--- config.mk ---
export PLATFORM = sky130hd
export DESIGN_NAME = dma_cmd_bridge
export DESIGN_NICKNAME = d
export VERILOG_FILES = /design/src/verilog/dma_cmd_pkg.sv /design/src/verilog/dma_cmd_bridge.sv
export SDC_FILE = /design/constraint.sdc
export NUM_CORES = 1
export LEC_CHECK = 0
export BUFFER_PORTS_ARGS = -buffer_cell sky130_fd_sc_hd__buf_4
export CAP_MARGIN = 5
export CORE_MARGIN = 5
export CORE_UTILIZATION = 55
export DETAILED_ROUTE_END_ITERATION = 16
export PLACE_DENSITY_LB_ADDON = 0.2
export SETUP_SLACK_MARGIN = 0.4
export SYNTH_ARGS = -nofsm -noshare
export SYNTH_HDL_FRONTEND = slang
export SYNTH_SLANG_ARGS = --single-unit
--- constraint.sdc ---
create_clock -name pclk -period 6.8 [get_ports pclk]
set_input_delay 0.34 -clock pclk [delete_from_list [all_inputs] [get_ports pclk]]
set_output_delay 0.34 -clock pclk [all_outputs]
set_load 0.05 [all_outputs]
--- src/verilog/dma_cmd_pkg.sv ---
// Behaviour
// RQ1: Source codes 110/111 step -2/-4, single only
// RQ2: Decrementing source range stays within 1K
// RQ3: Bit 7 picks destination bus, APB/AHB
// RQ4: Bit 6 picks source bus, APB/AHB
// RQ5: Bit 5 enables AHB error response interrupt
// RQ6: Bit 4 error flag, write 0 clears
// RQ7: Bit 3 burst: one or four transfers
// RQ8: Bit 2 enables the finish interrupt
// RQ9: Bit 1 finish flag, write 0 clears
// RQ10: Bit 0 runs channel, self-clears when done
// RQ11: Software stops early, polls before reprogramming
// RQ12: Control bit 2 enables buffered-write error interrupt
// RQ13: Policy 00 buffers only bufferable writes
// RQ14: Policy 01 always buffers, 10 never
// RQ15: Status bit 0 set on buffered error
// RQ16: Status flag clears only on written 1
// RQ17: Steps 001/010/011 add 1/2/4 or 4/8/16
// RQ18: Width codes word, half, byte; APB needs word
// RQ19: Cycle count sets number of DMA cycles
// RQ20: Completion clears run, sets finish flag
// RQ21: Policy 11 behaves like policy 00
// RQ22: Reserved bridge bits read zero
package dma_cmd_pkg;
    // Register byte addresses
    localparam logic [7:0] OFF_CYC  = 8'h88;
    localparam logic [7:0] OFF_CMD  = 8'h8c;
    localparam logic [7:0] OFF_CTRL = 8'hc0;
    localparam logic [7:0] OFF_STAT = 8'hc4;
    // Command field positions
    localparam int CMD_RUN     = 0;
    localparam int CMD_FIN_FLG = 1;
    localparam int CMD_FIN_EN  = 2;
    localparam int CMD_BURST   = 3;
    localparam int CMD_ERR_FLG = 4;
    localparam int CMD_ERR_EN  = 5;
    localparam int CMD_SRC_AHB = 6;
    localparam int CMD_DST_AHB = 7;
    localparam int CMD_SRC_LO  = 8;
    localparam int CMD_DST_LO  = 12;
    localparam int CMD_WID_LO  = 20;
    localparam int CTRL_IRQ_EN = 2;
    localparam int STAT_ERR    = 0;
    localparam int HPROT_BUF   = 1;
    // Writable command bits, reset values
    localparam logic [31:0] CMD_RW_MASK = 32'h0f3f77ff;
    localparam logic [31:0] CMD_RESET   = 32'h00000000;
    localparam logic [23:0] CYC_RESET   = 24'h000000;
    localparam logic [2:0]  CTRL_RESET  = 3'h0;
    localparam logic [1:0]  BEAT_SINGLE = 2'h0;
    localparam logic [1:0]  BEAT_BURST  = 2'h3;
    localparam logic [23:0] CYC_ONE     = 24'h000001;
    // Write buffer policy codes
    localparam logic [1:0] POL_PROT   = 2'h0;
    localparam logic [1:0] POL_ALWAYS = 2'h1;
    localparam logic [1:0] POL_NEVER  = 2'h2;

    // Engine states, one-hot
    typedef enum logic [1:0] {
        ST_IDLE = 2'b01,
        ST_RUN  = 2'b10
    } eng_t;

    // Address step in two's complement for a step code
    function automatic logic [5:0] step_of(input logic [2:0] code,
                                           input logic       burst);
        logic [5:0] st;
        st = 6'h00;
        case (code)
            3'h1: st = burst ? 6'h04 : 6'h01;
            3'h2: st = burst ? 6'h08 : 6'h02;
            3'h3: st = burst ? 6'h10 : 6'h04;
            3'h5: st = burst ? 6'h00 : 6'h3f;
            3'h6: st = burst ? 6'h00 : 6'h3e;
            3'h7: st = burst ? 6'h00 : 6'h3c;
            default: st = 6'h00;
        endcase
        return st;
    endfunction
endpackage

--- src/verilog/dma_cmd_bridge.sv ---
`timescale 1ns/100ps
module dma_cmd_bridge
    import dma_cmd_pkg::*;
(
    input  wire logic        pclk,
    input  wire logic        presetn,
    input  wire logic        ce,
    input  wire logic        psel,
    input  wire logic        penable,
    input  wire logic        pwrite,
    input  wire logic [7:0]  paddr,
    input  wire logic [31:0] pwdata,
    output logic      [31:0] prdata,
    output logic             pready,
    output logic             pslverr,
    input  wire logic        xfer_done,
    input  wire logic        ahb_err,
    input  wire logic        ahb_wr_valid,
    input  wire logic [1:0]  hprot,
    input  wire logic        apb_buf_err,
    output logic             xfer_req,
    output logic             beat_last,
    output logic             src_is_ahb,
    output logic             dst_is_ahb,
    output logic             burst_on,
    output logic      [1:0]  xfer_width,
    output logic      [5:0]  src_step,
    output logic      [5:0]  dst_step,
    output logic             buf_write,
    output logic             channel_irq,
    output logic             bridge_irq
);

    typedef struct packed {
        logic [31:0] cmd_r;
        logic [23:0] cyc_r;
        logic [23:0] left_r;
        logic [1:0]  beat_r;
        logic [2:0]  ctrl_r;
        logic        stat_r;
        eng_t        state_r;
        logic [31:0] prdata_r;
        logic        pready_r;
        logic        pslverr_r;
        logic        xfer_req_r;
        logic        last_r;
        logic [5:0]  src_step_r;
        logic [5:0]  dst_step_r;
        logic        buf_wr_r;
        logic        chan_irq_r;
        logic        br_irq_r;
    } state_t;

    state_t s_r;
    state_t s_nxt;
    logic   wr_fire;
    logic   fin_evt;
    logic   hit;
    logic [1:0] last_beat;

    // Write takes effect at the edge where pready is sampled high
    assign wr_fire = ce && psel && penable && pwrite && s_r.pready_r;
    assign hit = (paddr == OFF_CYC) || (paddr == OFF_CMD) ||
                 (paddr == OFF_CTRL) || (paddr == OFF_STAT);
    // Beats per DMA cycle follow the burst bit
    assign last_beat = s_r.cmd_r[CMD_BURST] ? BEAT_BURST : BEAT_SINGLE; // RQ7

    // Next state of bus slave, registers and channel engine
    always_comb begin
        s_nxt = s_r;
        fin_evt = 1'b0;
        // One wait state, then a one-cycle answer
        s_nxt.pready_r = 1'b0;
        s_nxt.pslverr_r = 1'b0;
        if (psel && penable && !s_r.pready_r) begin
            s_nxt.pready_r = 1'b1;
            s_nxt.pslverr_r = !hit;
            s_nxt.prdata_r = 32'h00000000;
            if (!pwrite) begin
                case (paddr)
                    OFF_CYC:  s_nxt.prdata_r = {8'h00, s_r.cyc_r};
                    OFF_CMD:  s_nxt.prdata_r = s_r.cmd_r;
                    OFF_CTRL: s_nxt.prdata_r = {29'h0, s_r.ctrl_r}; // RQ22
                    OFF_STAT: s_nxt.prdata_r = {31'h0, s_r.stat_r}; // RQ22
                    default:  s_nxt.prdata_r = 32'h00000000;
                endcase
            end
        end
        // Software writes
        if (wr_fire) begin
            case (paddr)
                OFF_CYC: s_nxt.cyc_r = pwdata[23:0]; // RQ19
                OFF_CMD: begin
                    s_nxt.cmd_r = pwdata & CMD_RW_MASK; // RQ18
                    // Flags: a written 0 clears, a written 1 keeps
                    s_nxt.cmd_r[CMD_ERR_FLG] = s_r.cmd_r[CMD_ERR_FLG] &&
                                               pwdata[CMD_ERR_FLG]; // RQ6
                    s_nxt.cmd_r[CMD_FIN_FLG] = s_r.cmd_r[CMD_FIN_FLG] &&
                                               pwdata[CMD_FIN_FLG]; // RQ9
                end
                OFF_CTRL: s_nxt.ctrl_r = pwdata[2:0]; // RQ22
                OFF_STAT: begin
                    if (pwdata[STAT_ERR]) begin
                        s_nxt.stat_r = 1'b0; // RQ16
                    end
                end
                default: s_nxt.stat_r = s_nxt.stat_r;
            endcase
        end
        // Hardware sets win over software clears
        if (apb_buf_err) begin
            s_nxt.stat_r = 1'b1; // RQ15
        end
        if (ahb_err && s_r.cmd_r[CMD_RUN] && s_r.cmd_r[CMD_ERR_EN]) begin
            s_nxt.cmd_r[CMD_ERR_FLG] = 1'b1; // RQ5
        end
        // Channel engine
        case (s_r.state_r)
            ST_IDLE: begin
                if (s_r.cmd_r[CMD_RUN]) begin
                    if (s_r.left_r != CYC_RESET) begin
                        s_nxt.state_r = ST_RUN; // Resume after pause
                    end else if (s_r.cyc_r != CYC_RESET) begin
                        s_nxt.left_r = s_r.cyc_r; // RQ19
                        s_nxt.beat_r = BEAT_SINGLE;
                        s_nxt.state_r = ST_RUN;
                    end else begin
                        fin_evt = 1'b1; // Zero cycles finish at once
                    end
                end
            end
            ST_RUN: begin
                if (!s_r.cmd_r[CMD_RUN]) begin
                    s_nxt.state_r = ST_IDLE; // Stopped, counts kept
                end else if (xfer_done) begin
                    if (s_r.beat_r >= last_beat) begin
                        s_nxt.beat_r = BEAT_SINGLE;
                        s_nxt.left_r = s_r.left_r - CYC_ONE;
                        if (s_r.left_r == CYC_ONE) begin
                            fin_evt = 1'b1;
                            s_nxt.state_r = ST_IDLE;
                        end
                    end else begin
                        s_nxt.beat_r = s_r.beat_r + 2'h1; // RQ7
                    end
                end
            end
            default: s_nxt.state_r = ST_IDLE;
        endcase
        // Completion clears run and raises the finish flag
        if (fin_evt) begin
            s_nxt.cmd_r[CMD_RUN] = 1'b0; // RQ10
            s_nxt.cmd_r[CMD_FIN_FLG] = 1'b1; // RQ20
        end
        // Datapath controls
        s_nxt.xfer_req_r = (s_nxt.state_r == ST_RUN) &&
                           s_nxt.cmd_r[CMD_RUN];
        s_nxt.last_r = (s_nxt.beat_r >= (s_nxt.cmd_r[CMD_BURST] ?
                        BEAT_BURST : BEAT_SINGLE)) &&
                       (s_nxt.left_r == CYC_ONE);
        s_nxt.src_step_r = step_of(s_nxt.cmd_r[CMD_SRC_LO +: 3],
                                   s_nxt.cmd_r[CMD_BURST]); // RQ1 RQ17
        s_nxt.dst_step_r = step_of(s_nxt.cmd_r[CMD_DST_LO +: 3],
                                   s_nxt.cmd_r[CMD_BURST]); // RQ17
        // Write buffer decision per AHB write
        s_nxt.buf_wr_r = 1'b0;
        if (ahb_wr_valid) begin
            case (s_r.ctrl_r[1:0])
                POL_ALWAYS: s_nxt.buf_wr_r = 1'b1; // RQ14
                POL_NEVER:  s_nxt.buf_wr_r = 1'b0; // RQ14
                POL_PROT:   s_nxt.buf_wr_r = hprot[HPROT_BUF]; // RQ13
                default:    s_nxt.buf_wr_r = hprot[HPROT_BUF]; // RQ21
            endcase
        end
        // Interrupt lines from flags and enables
        s_nxt.chan_irq_r = (s_r.cmd_r[CMD_ERR_FLG] &&
                            s_r.cmd_r[CMD_ERR_EN]) ||
                           (s_r.cmd_r[CMD_FIN_FLG] &&
                            s_r.cmd_r[CMD_FIN_EN]); // RQ8
        s_nxt.br_irq_r = s_r.stat_r && s_r.ctrl_r[CTRL_IRQ_EN]; // RQ12
    end

    // State register, frozen while ce is low
    always_ff @(posedge pclk or negedge presetn) begin
        if (!presetn) begin
            s_r <= '{cmd_r: CMD_RESET, cyc_r: CYC_RESET, left_r: CYC_RESET,
                     beat_r: BEAT_SINGLE, ctrl_r: CTRL_RESET, stat_r: 1'b0,
                     state_r: ST_IDLE, prdata_r: 32'h00000000,
                     pready_r: 1'b0, pslverr_r: 1'b0, xfer_req_r: 1'b0,
                     last_r: 1'b0, src_step_r: 6'h00, dst_step_r: 6'h00,
                     buf_wr_r: 1'b0, chan_irq_r: 1'b0, br_irq_r: 1'b0};
        end else if (ce) begin
            s_r <= s_nxt;
        end
    end

    // Outputs straight from the state register
    assign prdata      = s_r.prdata_r;
    assign pready      = s_r.pready_r;
    assign pslverr     = s_r.pslverr_r;
    assign xfer_req    = s_r.xfer_req_r;
    assign beat_last   = s_r.last_r;
    assign src_is_ahb  = s_r.cmd_r[CMD_SRC_AHB]; // RQ4
    assign dst_is_ahb  = s_r.cmd_r[CMD_DST_AHB]; // RQ3
    assign burst_on    = s_r.cmd_r[CMD_BURST]; // RQ7
    assign xfer_width  = s_r.cmd_r[CMD_WID_LO +: 2]; // RQ18
    assign src_step    = s_r.src_step_r;
    assign dst_step    = s_r.dst_step_r;
    assign buf_write   = s_r.buf_wr_r;
    assign channel_irq = s_r.chan_irq_r;
    assign bridge_irq  = s_r.br_irq_r;
endmodule // dma_cmd_bridge

==> reports/qor.txt, run 1 <==
predominant post-synthesis flop cell: dfrtp_1
H-tree levels: 4
FF+latch count, synth: 127
Slowest-stage cell, CP: and4_1
CTS resizes: 0
critical path type: input port to flip-flop
total power: 2.46 mW
RSZ-0062 raised after global routing: no
Yosys Warn Count: 0
FF-to-FF setup slack: 2.89 ns
Initial Util: 56.2%
placed cell area: 7580 um2
DRC Markers: 0
setup violators final: 0
first-pass GRT wire length: 31,800 um
total track usage: 27.3%
asr flop ratio synth: 100%
crit path capture type: flip-flop
Setup Total Neg Slack: 0 ns
EDFF count, synth: 0
PortBufs: 98
initial antenna violation count: 1
drt via density: 6.30
Storage cell area: 3180 um2
startpoint types: input port
routed wire length: 20,300 um
final hold vios: 6
ant diodes: 0
Max IR drop VDD: 0.140 mV
DPL Wire Length: 14,300 um
Post-Syn Area: 7090 um2
First-pass DRT Iterations: 6
Detail Route Antenna Nets: 0
global route overflow: 0
number of CTS-inserted buffers: 17
Min Hold Slack: -0.00894 ns
Worst Skew: 0.00872 ns
vias in the first global route: 5,939
Filler Cell Count: 1,083
hold crit path type: input port to asynchronous set/reset pin
top-level port count: 108
DR vias: 6,011
# Post-CTS Setup Buffers: 0
routed len/inst: 21.3 um
P_leak: 3.78 nW
post-layout minimum cycle time: 4.26 ns
max-cap viol count: 0
arrival time at the worst endpoint: 4.58 ns
most common cell after layout, fill and taps aside: dfrtp_1
die footprint: 15,300 um2
crit path cell chain: buf_4, nor4_1, and4_1, nand2_2, mux2i_2, inv_1, ha_1, nand2b_1, a21oi_1, a221oi_1, o2111ai_1, nor4b_1, nand4_1, o32ai_2
CP peak stage delay: 0.92 ns
worst-case reg-to-reg path depth: 13
PwrDens: 301 nW/um2
clock transition at the registers of the reported paths: 0.06 ns
Worst Tran Pin Value: 1.10 ns
FF-to-FF Start: s_r[99]
CTS tree: done
Slew headroom: 26.6%
area occupied by multi-input gates: 3310 um2
Syn Inst Count: 730
die width: 124 um
FMAX: 235 MHz
synthesis-to-layout area growth: 14.9%
share of layout cells above drive strength 1: 26.2%
largest net degree at the start of global routing: 71
unique cell type count in the Yosys netlist: 74
CTS max path bufs: 2
final instance area: 8150 um2
Nets: 831
CORE AREA: 12,600 um2
register area share after synthesis: 44.8%
failing checks: negative hold slack
root buf cell: clkbuf_16
RePlAce Congestion: 0.933
CTS Hold Bufs: 0
outcome: complete, but fails checks
worst-path fanout max: 22
Req. time, crit path: 7.12 ns
FP Rows: 41
height of the die: 124 um
clk sinks: 127
most frequent cells in the layout: 126 x dfrtp_1, 103 x buf_4, 78 x nand2_1, 55 x o21ai_0, 49 x mux2_2
worst skew pair latency: 0.41 ns
Slew Limit Fails: 0
DRT iter0 DRCs: 594
fin crit share: 62.7%
reg2reg end: beat_last
synthesized area per cell: 9.72 um2
metrics by stage:
step	utilization, %	cells	setup WS, ns	hold WS, ns
after global routing	64.6	954	2.26	0.0628
after global placement	60.0	922	2.44	0.436
final	64.6	954	2.54	-0.00894
after CTS	64.6	954	2.65	0.0182
after detailed placement	60.0	922	2.23	0.443
after floorplan	-	733	3.51	0.0444
worst max-delay path, delay by kind of cell:
family,cells,cell delay (ns)
and+or+nand+nor,6,2.23
muxes,1,0.57
adders and majority gates,1,0.33
buffers and inverters,2,0.35
AOI/OAI and AO/OA,4,0.75
report_power, final:
part	switching, mW	internal, mW	leakage, nW
sequential	0.0981	0.815	1.72
combinational	0.416	0.239	1.78
clock	0.328	0.559	0.282
total	0.842	1.61	3.78
synthesized netlist by cell type, types with 5 or more instances:
| cell | count | share of area, % |
|---|---|---|
| a21oi_1 | 23 | 1.6 |
| a221o_1 | 5 | 0.71 |
| a221oi_1 | 6 | 0.74 |
| a22o_1 | 9 | 1.1 |
| a22oi_1 | 22 | 2.3 |
| a31oi_1 | 9 | 0.79 |
| buf_4 | 46 | 4.9 |
| clkbuf_1 | 29 | 1.5 |
| dfrtp_1 | 126 | 44 |
| ha_1 | 10 | 1.8 |
| inv_1 | 24 | 1.3 |
| mux2_2 | 49 | 7.8 |
| mux2i_1 | 11 | 1.6 |
| nand2_1 | 78 | 4.1 |
| nand2b_1 | 11 | 0.97 |
| nand3_1 | 9 | 0.63 |
| nand4_1 | 9 | 0.79 |
| nor2_1 | 48 | 2.5 |
| nor3_1 | 12 | 0.85 |
| nor4_1 | 18 | 1.6 |
| o211ai_1 | 6 | 0.63 |
| o21ai_0 | 55 | 3.9 |
| o2bb2ai_1 | 7 | 0.86 |
| or2_2 | 6 | 0.53 |
| or3_1 | 11 | 0.97 |
area by class of cell:
| class | instances | area share [%] |
|---|---|---|
| clock buffer | 23 | 5.74 |
| multi-input combinational | 495 | 40.7 |
| tap | 172 | 2.64 |
| clock inverter | 9 | 1.34 |
| sequential | 127 | 39.0 |
| timing repair buffer | 103 | 9.48 |
| inverter | 25 | 1.15 |
how the worst max path moves through the flow:
stage                 to     start  slack [ns]  cells after the start
3_3_place_gp   beat_last  paddr[1]        2.44                     14
6_report       beat_last  paddr[1]        2.54                     14
2_1_floorplan  beat_last   s_r[51]        3.51                     14
5_1_grt        beat_last  paddr[1]        2.26                     14
3_5_place_dp   beat_last  paddr[1]        2.23                     14
4_1_cts        beat_last  paddr[1]        2.65                     14
kinds of logic after synthesis:
family | after synthesis | synth area share [%]
AND/OR/NAND/NOR | 234 | 17.1
AO/OA/AOI/OAI | 182 | 17.6
flip-flops | 127 | 44.8
buffers and inverters | 111 | 8.69
multiplexers | 61 | 9.52
adder cells (fa/ha/maj) | 11 | 1.90
XOR/XNOR | 3 | 0.370
other | 1 | 0.0529
state kept, by name, summed over array words and instances (netlist names):
signal / count
s_r: 75
prdata: 28
dst_step: 6
src_step: 6
xfer_width: 2
beat_last: 1
bridge_irq: 1
buf_write: 1
burst_on: 1
channel_irq: 1
dst_is_ahb: 1
pready: 1
pslverr: 1
src_is_ahb: 1
xfer_req: 1
metal layers:
metal,track usage [%],wire (um)
met4,10.7,517
met3,6.45,1720
met1,37.8,8840
met5,0,13
met2,41.7,9190
Power figures use the tool's default switching activity.
==> inputs of run 2 (changes only) <==
- CORE_UTILIZATION: 55 -> 52
- clock period: 6.8 -> 3.8 ns (I/O delays scaled with it)
==> run 2 against run 1 <==
  * The flow now finishes without violations
  * Utilization down 0.23 points
  * Sequential power up 79%
  * Cell count increased by 3.8%
  * Power grew 92%
==> reports/qor.txt, run 2 (synthesis results as in run 1) <==
Worst setup startpoint: s_r[71]
PortBufs: 98
initial antenna violation count: 0
FF-to-FF setup slack: 0.52 ns
CORE AREA: 13,300 um2
outcome: finished, final reports clean
Slew Limit Fails: 0
Reg power frac: 34.6%
final hold vios: 0
Min Hold Slack: 0.00891 ns
Biggest register: s_r
clock share of power: 36.4%
total track usage: 27.0%
number of CTS-inserted buffers: 17
reg2reg end: beat_last
Req. time, crit path: 4.12 ns
Initial Util: 53.4%
DPL Wire Length: 15,200 um
global route overflow: 0
Worst Skew: 0.00840 ns
Detail Route Antenna Nets: 0
RePlAce Congestion: 0.968
arrival time at the worst endpoint: 3.60 ns
CTS tree: done
Slew headroom: 27.2%
root buf cell: clkbuf_16
switching pwr: 1.59 mW
Logic pwr share: 29.0%
area occupied by multi-input gates: 3400 um2
height of the die: 127 um
DRT iter0 DRCs: 586
clock transition at the registers of the reported paths: 0.06 ns
Sw Ratio: 33.8%
Slowest-stage cell, CP: dfrtp_2
post-layout minimum cycle time: 3.28 ns
DRC Markers: 0
Nets: 863
FP Rows: 42
ant diodes: 0
die footprint: 16,100 um2
H-tree levels: 4
setup violators final: 0
synthesis-to-layout area growth: 20.6%
routed wire length: 21,400 um
Max IR drop VDD: 0.266 mV
worst skew pair latency: 0.42 ns
CTS max path bufs: 2
max reg flops: 75
Storage cell area: 3190 um2
most frequent cells in the layout: 129 x buf_4, 121 x dfrtp_1, 78 x nand2_1, 55 x o21ai_0, 49 x mux2_2
FMAX: 305 MHz
CP endpoint: beat_last
worst-path fanout max: 9
first-pass GRT wire length: 33,900 um
crit path cell chain: nor4_4, and4_1, o211ai_4, a21o_1, a32o_1, ha_1, a21oi_2, a221oi_2, o2111ai_1, nor4b_2, nand4_1, o32ai_2
P_leak: 3.97 nW
worst-case reg-to-reg path depth: 12
Setup Total Neg Slack: 0 ns
Filler Cell Count: 1,122
First-pass DRT Iterations: 5
startpoint types: flip-flop
crit path capture type: flip-flop
PwrDens: 550 nW/um2
vias in the first global route: 6,142
die width: 127 um
DR vias: 6,076
RSZ-0062 raised after global routing: yes
most common cell after layout, fill and taps aside: buf_4
CP peak stage delay: 0.47 ns
share of layout cells above drive strength 1: 30.8%
max-cap viol count: 0
largest net degree at the start of global routing: 68
fin crit share: 86.3%
drt via density: 6.14
cell internal pwr: 3.12 mW
FF-to-FF Start: s_r[71]
routed len/inst: 21.6 um
Worst Tran Pin Value: 1.09 ns
clk sinks: 127
top-level port count: 108
critical path type: flip-flop to flip-flop
hold crit path type: input port to flip-flop
run 2: timing repair:
action	in CTS	in global routing
resized for setup	5	16
pin swaps	0	14
buffers inserted	0	4
endpoints found under the setup margin	1	1
hold buffers	5	0
endpoints found under the hold margin	69	0
run 2: worst min path at each step:
stage,start,endpoint,cells after the start
floorplan,presetn,beat_last,0
CTS,pwdata[23],s_r[106],2
global placement,presetn,s_r[74],1
detailed placement,presetn,s_r[74],1
finish,pwdata[23],s_r[106],2
global route,pwdata[15],s_r[98],2
run 2: metrics by stage:
stage | cell area (um2) | instances | util (%) | total power [mW] | setup slack [ns]
global route | 8560 | 990 | 64.4 | 4.93 | 0.363
CTS | 8460 | 986 | 63.7 | 4.63 | 0.414
finish | 8560 | 990 | 64.4 | 4.71 | 0.521
detailed placement | 7770 | 949 | 58.4 | 2.89 | 0.252
global placement | 7770 | 949 | 58.4 | 2.87 | 0.337
floorplan | 7110 | 733 | - | 2.43 | 0.513
run 2: routing by layer:
metal  vias up  part of all wire, %  GRT usage [%]
li1       2763                    -              -
met1      2989                   41           35.7
met2       285                   48           43.6
met3        39                  7.8           5.59
met4         0                  2.8           11.0
met5         -                    0              0
run 2: area by class of cell:
class | count | share of cell area, %
timing repair buffer | 135 | 12.1
clock buffer | 24 | 5.75
tap | 176 | 2.57
clock inverter | 8 | 1.49
inverter | 25 | 1.10
multi-input combinational | 495 | 39.7
sequential | 127 | 37.2
run 2: worst max-delay path: cells and delay by family (launching register included):
family / cells / cell delay (ns)
adders and majority gates: 1 / 0.29
and+or+nand+nor: 4 / 1.23
AOI/OAI and AO/OA: 7 / 1.20
DFF: 1 / 0.47
run 2: power by group through the flow:
| stage | combinational [mW] | clock [mW] | sequential [mW] |
|---|---|---|---|
| 6_report | 1.37 | 1.71 | 1.63 |
| 3_5_place_dp | 1.26 | 0 | 1.63 |
| 2_1_floorplan | 0.850 | 0 | 1.58 |
| 5_1_grt | 1.48 | 1.81 | 1.65 |
| 3_3_place_gp | 1.25 | 0 | 1.62 |
| 4_1_cts | 1.29 | 1.73 | 1.62 |
==> inputs of run 3 (changes only) <==
- PLACE_DENSITY: default -> 0.81
- PLACE_DENSITY_LB_ADDON: 0.2 -> default
==> run 3 against run 2 <==
  * The run now ends with negative hold slack left
  * Hold slack lost 0.0090 ns
  * Setup slack better by 0.016 ns
  * Global-route usage is 0.60 points lower
  * Cell count shrank 0.30%
  * Clock power grew 9.9%
  * Non-clock buffer count decreased by 3
  * First-iteration DRC count down 4.4%
  * Cell area rose by 0.20%
  * Sequential cell count stayed put
  * Routed wire length is 1.1% lower
  * Critical endpoint unchanged
==> reports/qor.txt, run 3 (synthesis results as in run 1) <==
WP buf/inv: 2
setup violators final: 0
die width: 127 um
P_leak: 3.99 nW
Max IR drop VDD: 0.304 mV
max reg flops: 75
height of the die: 127 um
PwrDens: 566 nW/um2
worst-path fanout max: 21
CTS tree: done
Worst Tran Pin Value: 1.12 ns
clk sinks: 127
Place WS: 0.367 ns
ant diodes: 0
critical path depth: 10
slack of the critical path: 0.537 ns
largest net degree at the start of global routing: 80
Finished Core Util: 64.5%
worst-case reg-to-reg path depth: 10
DRT iter0 DRCs: 560
Slew headroom: 25.4%
RSZ-0062 raised after global routing: no
CORE AREA: 13,300 um2
DP Cell Count: 945
hold depth: 2
root buf cell: clkbuf_16
clock transition at the registers of the reported paths: 0.06 ns
crit path capture type: flip-flop
crit path cell chain: inv_1, ha_1, buf_4, nand2b_1, nor2_1, and2_4, a221o_1, nor4_1, nand4_1, o32ai_2
Detail Route Antenna Nets: 0
number of CTS-inserted buffers: 17
critical path type: flip-flop to flip-flop
fin crit share: 85.9%
startpoint types: flip-flop
top-level port count: 108
DPL Wire Length: 14,900 um
outcome: complete, but fails checks
total track usage: 26.4%
placed cell area: 7740 um2
PortBufs: 98
Nets: 860
RePlAce Congestion: 0.986
FP Rows: 42
drt via density: 6.32
routed len/inst: 21.5 um
worst skew pair latency: 0.43 ns
H-tree levels: 4
cell family with most CP delay: simple AND/OR/NAND/NOR gates
Slew Limit Fails: 0
global route overflow: 0
Slowest-stage cell, CP: dfstp_2
Req. time, crit path: 4.14 ns
most common cell after layout, fill and taps aside: dfrtp_1
vias in the first global route: 6,208
Worst Skew: 0.0129 ns
FMAX: 306 MHz
CTS max path bufs: 2
total power: 4.85 mW
routed wire length: 21,200 um
most frequent cells in the layout: 125 x dfrtp_1, 123 x buf_4, 78 x nand2_1, 55 x o21ai_0, 49 x mux2_2
hold crit path type: input port to flip-flop
Setup Total Neg Slack: 0 ns
failing checks: negative hold slack
initial antenna violation count: 0
DRC Markers: 0
first-pass GRT wire length: 33,500 um
share of layout cells above drive strength 1: 29.6%
Biggest register: s_r
final instance area: 8580 um2
die footprint: 16,100 um2
post-layout minimum cycle time: 3.26 ns
Min Hold Slack: -0.000116 ns
Initial Util: 53.4%
CP peak stage delay: 0.55 ns
synthesis-to-layout area growth: 20.9%
arrival time at the worst endpoint: 3.60 ns
First-pass DRT Iterations: 6
DR vias: 6,237
max-cap viol count: 0
final hold vios: 1
Final Non-Filler Cells: 987
-- run 3: layer usage --
metal / vias up / share of wire, % / global-route usage, %
met5: - / 0 / 0
met4: 0 / 3.2 / 10.0
met3: 59 / 8.7 / 6.22
met2: 327 / 49 / 43.5
met1: 3093 / 39 / 34.1
li1: 2758 / - / -
-- run 3: final timing paths --
kind | from | end | slack, ns
setup reg to reg | s_r[51] | beat_last | 0.54
hold reg to reg | prdata[20] | prdata[20] | 0.49
setup / recovery | s_r[51] | beat_last | 0.54
min in group asynchronous | presetn | s_r[71] | 0.49
hold / removal | pwdata[6] | src_is_ahb | -0.0001
max in group asynchronous | presetn | prdata[27] | 2.50
-- run 3: cell type report --
type | instances | area (um2)
Tap cell | 176 | 220
Inverter | 25 | 93.8
Fill cell | 1063 | 4720
Clock inverter | 12 | 230
Timing Repair Buffer | 132 | 1020
Clock buffer | 20 | 447
Sequential cell | 127 | 3180
Multi-Input combinational cell | 495 | 3380
-- run 3: report_power, final --
part	total, mW	internal, mW	switching (mW)
clock network	1.88	1.25	0.627
registers	1.62	1.46	0.164
logic	1.35	0.530	0.819
total	4.85	3.24	1.61
-- run 3: repair_timing --
item | CTS | global route
pin swaps | 0 | 2
endpoints found under the hold margin | 28 | 1
setup endpoints to repair | 1 | 1
setup buffers | 0 | 2
resized for setup | 2 | 12
hold buffers | 7 | 1
gates cloned | 0 | 0
